--- src/core/lad_pkg.sv ---
// constants shared by the line alarm and drive monitor block
package lad_pkg;
  localparam int NUM_CH = 3;
  localparam int ADDR_W = 8;
  localparam int DATA_W = 8;
  // transmit control offsets per channel
  localparam logic [7:0] TX_CTRL_CH0 = 8'h04;
  localparam logic [7:0] TX_CTRL_CH1 = 8'h0C;
  localparam logic [7:0] TX_CTRL_CH2 = 8'h14;
  // alarm status offsets per channel
  localparam logic [7:0] ALARM_STAT_CH0 = 8'h07;
  localparam logic [7:0] ALARM_STAT_CH1 = 8'h0F;
  localparam logic [7:0] ALARM_STAT_CH2 = 8'h17;
  // interrupt status and mask
  localparam logic [7:0] INT_STAT_ADDR = 8'h20;
  localparam logic [7:0] INT_MASK_ADDR = 8'h21;
  // transmit control fields
  localparam int TXC_BUILD_OUT = 0;
  localparam int TXC_SAMPLE_EDGE = 1;
  localparam int TXC_ALL_ONES = 2;
  localparam int TXC_ERR_INSERT = 4;
  localparam int TXC_INT_MONITOR = 5;
  localparam logic [7:0] TXC_WRITE_MASK = 8'h37;
  localparam logic [7:0] TXC_RESET = 8'h00;
  // alarm status fields
  localparam int STAT_DRIVE_ALARM = 0;
  localparam int STAT_SIGNAL_LOSS = 1;
  // drive monitor: bit periods without a mark before the alarm
  localparam int NO_PULSE_LIMIT = 128;
  localparam int RUN_W = 8;
  localparam logic [RUN_W-1:0] RUN_LIMIT = RUN_W'(NO_PULSE_LIMIT);
  // line rate modes
  localparam logic [1:0] MODE_E3 = 2'h0;
  localparam logic [1:0] MODE_DS3 = 2'h1;
  localparam logic [1:0] MODE_STS1 = 2'h2;
endpackage

--- src/core/lad_drive_mon.sv ---
// one channel's no-pulse run counter and drive monitor alarm
`timescale 1ns/1ps
module lad_drive_mon
  import lad_pkg::*;
(
  input wire logic clk, // system clock
  input wire logic rst_n, // async reset, active low
  input wire logic bit_tick, // one pulse per line bit period
  input wire logic mark_seen, // a mark of either polarity this bit
  output logic alarm // drive monitor alarm
);
  typedef struct packed {
    logic [RUN_W-1:0] run;
    logic alarm;
  } lad_mon_type;
  lad_mon_type state, next_state;

  // count idle bit periods and declare or clear the alarm
  always_comb begin
    next_state = state;
    if (bit_tick) begin
      if (mark_seen) begin
        next_state.run = '0;
        next_state.alarm = 1'b0;
      end else if (state.run != RUN_LIMIT) begin
        next_state.run = state.run + RUN_W'(1);
        if (state.run + RUN_W'(1) == RUN_LIMIT) begin
          next_state.alarm = 1'b1;
        end
      end
    end
  end

  // state register
  always_ff @(posedge clk or negedge rst_n) begin
    if (!rst_n) begin
      state <= '0;
    end else begin
      state <= next_state;
    end
  end

  assign alarm = state.alarm;
endmodule

--- src/core/lad_top.sv ---
// alarm status, drive monitor and transmit control for three line channels
//
// The address-and-strobe port was left to the implementer.
`timescale 1ns/1ps
module lad_top
  import lad_pkg::*;
(
  input wire logic clk, // system clock, 100 MHz
  input wire logic rst_n, // async reset, active low
  input wire logic [ADDR_W-1:0] reg_addr, // register address
  input wire logic [DATA_W-1:0] reg_wdata, // write data
  input wire logic reg_wr, // write strobe
  input wire logic reg_rd, // read strobe
  output logic [DATA_W-1:0] reg_rdata, // read data, cycle after strobe
  output logic irq, // level interrupt
  input wire logic [NUM_CH*2-1:0] line_mode, // per channel rate mode
  input wire logic [NUM_CH-1:0] analog_loss, // analog loss detector
  input wire logic [NUM_CH-1:0] digital_loss, // digital loss detector
  input wire logic [NUM_CH-1:0] g775_loss, // E3 loss detector
  input wire logic [NUM_CH-1:0] tx_line_clock_in, // transmit line clock level
  input wire logic [NUM_CH-1:0] tx_pos_data_in, // positive rail data
  input wire logic [NUM_CH-1:0] tx_neg_data_in, // negative rail data
  input wire logic [NUM_CH-1:0] monitor_pos_in, // external monitor positive
  input wire logic [NUM_CH-1:0] monitor_neg_in, // external monitor negative
  output logic [NUM_CH-1:0] tx_line_pos_out, // line positive pulse
  output logic [NUM_CH-1:0] tx_line_neg_out, // line negative pulse
  output logic [NUM_CH-1:0] tx_build_out_select, // build-out select
  output logic [NUM_CH-1:0] error_insert, // one-cycle error insert pulse
  output logic [NUM_CH-1:0] signal_loss, // signal loss per channel
  output logic [NUM_CH-1:0] drive_monitor_alarm // drive alarm per channel
);
  typedef struct packed {
    logic [NUM_CH-1:0][DATA_W-1:0] tx_ctrl;
    logic [NUM_CH-1:0] clk_prev;
    logic [NUM_CH-1:0] pos_q;
    logic [NUM_CH-1:0] neg_q;
    logic [NUM_CH-1:0] tick;
    logic [NUM_CH-1:0] mark;
    logic [NUM_CH-1:0] err_pulse;
    logic [NUM_CH-1:0] loss;
    logic [NUM_CH-1:0] loss_prev;
    logic [NUM_CH-1:0] alarm_prev;
    logic [2*NUM_CH-1:0] int_stat;
    logic [2*NUM_CH-1:0] int_mask;
    logic [DATA_W-1:0] rdata;
  } lad_top_type;
  lad_top_type state, next_state;

  logic [NUM_CH-1:0] alarm;
  logic [NUM_CH-1:0] ctrl_hit;
  logic [NUM_CH-1:0] stat_hit;
  logic [2*NUM_CH-1:0] events;

  localparam logic [7:0] CTRL_ADDR [NUM_CH] = '{TX_CTRL_CH0, TX_CTRL_CH1, TX_CTRL_CH2};
  localparam logic [7:0] STAT_ADDR [NUM_CH] = '{ALARM_STAT_CH0, ALARM_STAT_CH1, ALARM_STAT_CH2};

  ////////////////////////////////////////////////////////////////////////////////
  // per channel drive monitors
  genvar g;
  generate
    for (g = 0; g < NUM_CH; g++) begin : g_ch
      // decode this channel's addresses
      assign ctrl_hit[g] = (reg_addr == CTRL_ADDR[g]);
      assign stat_hit[g] = (reg_addr == STAT_ADDR[g]);
      lad_drive_mon u_mon (
        .clk(clk),
        .rst_n(rst_n),
        .bit_tick(state.tick[g]),
        .mark_seen(state.mark[g]),
        .alarm(alarm[g])
      );
    end
  endgenerate

  // rising edges of signal loss and drive alarm raise interrupt events
  assign events = {state.loss & ~state.loss_prev, alarm & ~state.alarm_prev};

  ////////////////////////////////////////////////////////////////////////////////
  // next state
  always_comb begin
    logic edge_ok;
    logic in_pos;
    logic in_neg;
    logic [1:0] mode;
    logic [DATA_W-1:0] new_ctrl;
    edge_ok = 1'b0;
    in_pos = 1'b0;
    in_neg = 1'b0;
    mode = MODE_E3;
    new_ctrl = '0;
    next_state = state;
    next_state.clk_prev = tx_line_clock_in;
    next_state.alarm_prev = alarm;
    next_state.loss_prev = state.loss;
    next_state.err_pulse = '0;
    next_state.rdata = '0;
    for (int c = 0; c < NUM_CH; c++) begin
      // sample data on the selected edge of the line clock
      if (state.tx_ctrl[c][TXC_SAMPLE_EDGE]) begin
        edge_ok = tx_line_clock_in[c] & ~state.clk_prev[c];
      end else begin
        edge_ok = ~tx_line_clock_in[c] & state.clk_prev[c];
      end
      next_state.tick[c] = edge_ok;
      if (edge_ok) begin
        if (state.tx_ctrl[c][TXC_ALL_ONES]) begin
          // all ones in AMI alternates polarity each bit
          next_state.pos_q[c] = ~state.pos_q[c] | state.neg_q[c];
          next_state.neg_q[c] = state.pos_q[c] & ~state.neg_q[c];
        end else begin
          next_state.pos_q[c] = tx_pos_data_in[c];
          next_state.neg_q[c] = tx_neg_data_in[c];
        end
      end
      // choose where the monitor looks for pulses
      if (state.tx_ctrl[c][TXC_INT_MONITOR]) begin
        in_pos = state.pos_q[c];
        in_neg = state.neg_q[c];
      end else begin
        in_pos = monitor_pos_in[c];
        in_neg = monitor_neg_in[c];
      end
      next_state.mark[c] = in_pos | in_neg;
      // loss source by rate
      mode = line_mode[2*c +: 2];
      if (mode == MODE_E3) begin
        next_state.loss[c] = g775_loss[c];
      end else begin
        next_state.loss[c] = analog_loss[c] | digital_loss[c];
      end
      // control register write
      if (reg_wr && ctrl_hit[c]) begin
        new_ctrl = reg_wdata & TXC_WRITE_MASK;
        next_state.tx_ctrl[c] = new_ctrl;
        next_state.err_pulse[c] = new_ctrl[TXC_ERR_INSERT] &
                                  ~state.tx_ctrl[c][TXC_ERR_INSERT];
      end
    end
    // register reads
    if (reg_rd) begin
      for (int c = 0; c < NUM_CH; c++) begin
        if (ctrl_hit[c]) begin
          next_state.rdata = state.tx_ctrl[c];
        end
        if (stat_hit[c]) begin
          next_state.rdata[STAT_DRIVE_ALARM] = alarm[c];
          next_state.rdata[STAT_SIGNAL_LOSS] = state.loss[c];
        end
      end
      if (reg_addr == INT_STAT_ADDR) begin
        next_state.rdata = DATA_W'(state.int_stat);
      end
      if (reg_addr == INT_MASK_ADDR) begin
        next_state.rdata = DATA_W'(state.int_mask);
      end
    end
    // sticky status: read clears, a new event wins
    if (reg_rd && reg_addr == INT_STAT_ADDR) begin
      next_state.int_stat = events;
    end else begin
      next_state.int_stat = state.int_stat | events;
    end
    if (reg_wr && reg_addr == INT_MASK_ADDR) begin
      next_state.int_mask = reg_wdata[2*NUM_CH-1:0];
    end
  end

  ////////////////////////////////////////////////////////////////////////////////
  // state register
  always_ff @(posedge clk or negedge rst_n) begin
    if (!rst_n) begin
      state <= '0;
    end else begin
      state <= next_state;
    end
  end

  // outputs
  always_comb begin
    reg_rdata = state.rdata;
    irq = |(state.int_stat & state.int_mask);
    tx_line_pos_out = state.pos_q;
    tx_line_neg_out = state.neg_q;
    error_insert = state.err_pulse;
    signal_loss = state.loss;
    drive_monitor_alarm = alarm;
    for (int c = 0; c < NUM_CH; c++) begin
      tx_build_out_select[c] = state.tx_ctrl[c][TXC_BUILD_OUT];
    end
  end
endmodule

--- config.mk ---
export PLATFORM = sky130hd
export DESIGN_NAME = lad_top
export DESIGN_NICKNAME = d
export VERILOG_FILES = /design/src/core/lad_pkg.sv /design/src/core/lad_drive_mon.sv /design/src/core/lad_top.sv
export SDC_FILE = /design/constraint.sdc
export NUM_CORES = 1
export LEC_CHECK = 0
export ABC_AREA = 1
export BUFFER_PORTS_ARGS = -buffer_cell sky130_fd_sc_hd__buf_2
export CORE_ASPECT_RATIO = 0.5
export CORE_MARGIN = 3
export CORE_UTILIZATION = 56
export DETAILED_ROUTE_END_ITERATION = 6
export PLACE_DENSITY_LB_ADDON = 0.05
export SLEW_MARGIN = 20
export SYNTH_ARGS = -nofsm -noshare
export SYNTH_HDL_FRONTEND = slang
export SYNTH_SLANG_ARGS = --single-unit
--- constraint.sdc ---
create_clock -name clk -period 2 [get_ports clk]
set_clock_uncertainty 0.15 [all_clocks]
set_input_delay 0.2 -clock clk [delete_from_list [all_inputs] [get_ports clk]]
set_output_delay 0.2 -clock clk [all_outputs]
set_load 0.05 [all_outputs]
==> impl_metrics.py <==
metrics = {
    "outcome": {
        "status": "complete, but fails checks",
        "violations": "negative hold slack",
    },
    "power_and_ir_drop": {
        "power_w": 0.004112,
        "power_leakage_nw": 2.617,
        "powerDensity_nw_per_um2": 779.1,
        "max-vdd-ir-drop_v": 0.0004383,
    },
    "yosys": {
        "synth_most_common_cell": "nand2_1",
        "seq_area_frac_synth": 0.4924,
        "synth_top_area_frac": 0.4924,
        "synth_cell_type_count": 41,
        "synth_ff_type": "dfrtp_1",
        "syn_area_per_cell_um2": 8.455,
        "synthTopCellsByCount": "nand2_1 (104), dfrtp_1 (87), inv_1 (73), o21ai_0 (47), nor2_1 (39)",
        "postSynth.asyncResetShare": 1.000,
        "ys_warn_count": 0,
        "synth_area_leader_cell": "dfrtp_1",
        "synth_edf_count": 0,
        "ys_top_cells_by_area": "dfrtp_1 (49%), nand2_1 (8.8%), inv_1 (6.2%), o21ai_0 (5.3%), buf_4 (4.4%)",
        "synthCells": 523,
        "synth_area_um2": 4422,
        "ys_ff_latch": 87,
    },
    "setup_path": {
        "crit_required_ns": 1.65,
        "worst_ep_arrival_time_ns": 1.43,
        "reg2reg_slack_ns": 0.24,
        "cp-end-kind": "primary output",
        "crit_type": "reg -> out",
        "path_max_fanout": 3,
        "setup.worst_path.start_class": "register",
    },
    "global_route": {
        "antenna_found_initial": 0,
        "grt_pass1_wl_um": 15610,
        "grt_max_degree": 42,
        "overflow": 0,
        "grt.total_usage": 0.2209,
        "grt_pass1_vias": 3358,
    },
    "clocking": {
        "cts_buffer_depth": 2,
        "clkSlewWorstSetupHoldPaths_ns": 0.06,
        "insertion_delay_ns": 0.34,
        "cts_buffers": 9,
        "postCtsResizedCells": 0,
        "clk_root_buffer_cell": "clkbuf_16",
        "h-tree-depth": 3,
        "cts_tree": "yes",
        "cts.sinks": 87,
    },
    "sta": {
        "finalCritPeriodShare": 0.8920,
        "slew_violations": 0,
        "setup_viol": 0,
        "holdWs_ns": -0.02638,
        "max_freq_mhz": 560.5,
        "period_minus_slack_ns": 1.784,
        "rsz0062_at_grt": "false",
        "hold_viol_final": 3,
        "setup_tns_ns": 0,
    },
    "route": {
        "via_per_inst": 5.109,
        "initialDrtViolationCount": 181,
        "drc_errors": 0,
        "routed_wirelength_um": 9564,
        "wl_per_cell_um": 13.34,
        "drt_pre_antenna_iters": 4,
        "num_vias": 3663,
        "antenna_left": 0,
    },
    "final_layout": {
        "seq_area_um2": 2177,
        "multiInputGateArea_um2": 1744,
        "syn2layout_area_growth_pct": 19.35,
        "stdcell_area_um2": 5278,
        "fillerInstances": 639,
        "antennaDiodeCount": 0,
        "fin_nets": 660,
        "drive_gt1_frac": 0.1954,
    },
    "placed_design": {
        "portBuffers": 72,
        "place_congestion": 0.8664,
        "dpl_cell_area_um2": 4747,
        "place_hpwl_um": 7017,
    },
    "floorplan": {
        "core_um2": 7487,
        "rows": 22,
        "boundaryPins": 77,
        "die_h_um": 68.84,
        "die-area_um2": 9063,
        "initial_utilization": 0.5906,
        "die_w_um": 131.7,
    },
    "worst_hold_path": {
        "hold_class": "in -> reg",
    },
    "job": {
        "cap_viol_max_count": 0,
    },
}
state kept, by name, summed over array words and instances (netlist names):
register / cells
state: 39
g_ch.u_mon.state: 24
g_ch.u_mon.alarm: 3
reg_rdata: 6
error_insert: 3
tx_line_neg_out: 3
tx_line_pos_out: 3
tx_build_out_select: 3
signal_loss: 3
critical path, cell delays in order (launching register included):
cell and delay (ns):
dfrtp_1 0.40, nand2_1 0.08, o21ai_0 0.08, a221oi_1 0.20
nand3_1 0.11, buf_2 0.23
report_power, final:
part           switching [W]  internal (W)
logic               0.000319      0.000159
clock network       0.000658       0.00107
registers          0.0000698       0.00184
total                0.00105       0.00306
logic make-up (layout without fill, tap and decap cells):
family / after synthesis / count (layout) / synth area share
AO/OA/AOI/OAI: 94 / 94 / 0.1222
XOR/XNOR: 13 / 13 / 0.02575
adder cells (fa/ha/maj): 6 / 6 / 0.01698
buffers and inverters: 106 / 191 / 0.1140
flip-flops: 87 / 87 / 0.4924
other: 1 / 2 / 0.0008481
AND/OR/NAND/NOR: 216 / 216 / 0.2278
through the flow:
step | hold WS, ns | std cells | util | setup WS, ns
2_1_floorplan | -0.2456 | 524 | - | 0.3768
3_3_place_gp | -0.001302 | 679 | 0.6340 | 0.2701
3_5_place_dp | -0.0005152 | 679 | 0.6340 | 0.2609
4_1_cts | 0.008576 | 720 | 0.7089 | 0.05006
5_1_grt | 0.02399 | 717 | 0.7049 | 0.02325
6_report | -0.02638 | 717 | 0.7049 | 0.2160
worst paths after layout:
check | cells past startpoint | endpoint | start
hold reg to reg | 0 | state[25]$_DFF_PN0_ | signal_loss[2]$_DFF_PN0_
setup / recovery | 5 | irq | state[16]$_DFF_PN0_
hold / removal | 3 | signal_loss[0]$_DFF_PN0_ | digital_loss[0]
max in group asynchronous | 3 | g_ch[2].u_mon.state[5]$_DFFE_PN0P_ | rst_n
setup reg to reg | 8 | g_ch[0].u_mon.state[1]$_DFFE_PN0P_ | g_ch[0].u_mon.state[1]$_DFFE_PN0P_
min in group asynchronous | 2 | g_ch[0].u_mon.state[1]$_DFFE_PN0P_ | rst_n
routing by layer:
layer  track usage  routed length [um]
met5             0                   0
met4       0.05105                 115
met3       0.06159                 395
met2        0.3859                4417
met1        0.2825                4636
layout by cell type (no fill, tap or decap), types with 6 or more instances in the layout:
cell type	count
dfrtp_1	87
nand3_1	37
buf_2	71
ha_1	6
inv_1	73
nand2_1	104
nand4_1	6
xor2_1	9
nor2_1	39
o22ai_1	11
o21ai_0	47
dlygate4sd3_1	22
a21oi_1	12
nor2_2	8
clkbuf_16	9
layout make-up:
type                    instances  share of cell area
clock inverters                 3            0.007587
repair buffers                 97              0.1171
multi-input cells             331              0.3305
inverters                      78             0.05548
flip-flops and latches         87              0.4125
well taps                     108             0.02560
clock buffers                  13             0.05121
timing repair:
action                                  CTS  global route
setup buffers                             0             0
hold buffers                             25             0
endpoints found under the setup margin    0             3
endpoints found under the hold margin    63             0
Power figures use the tool's default switching activity.
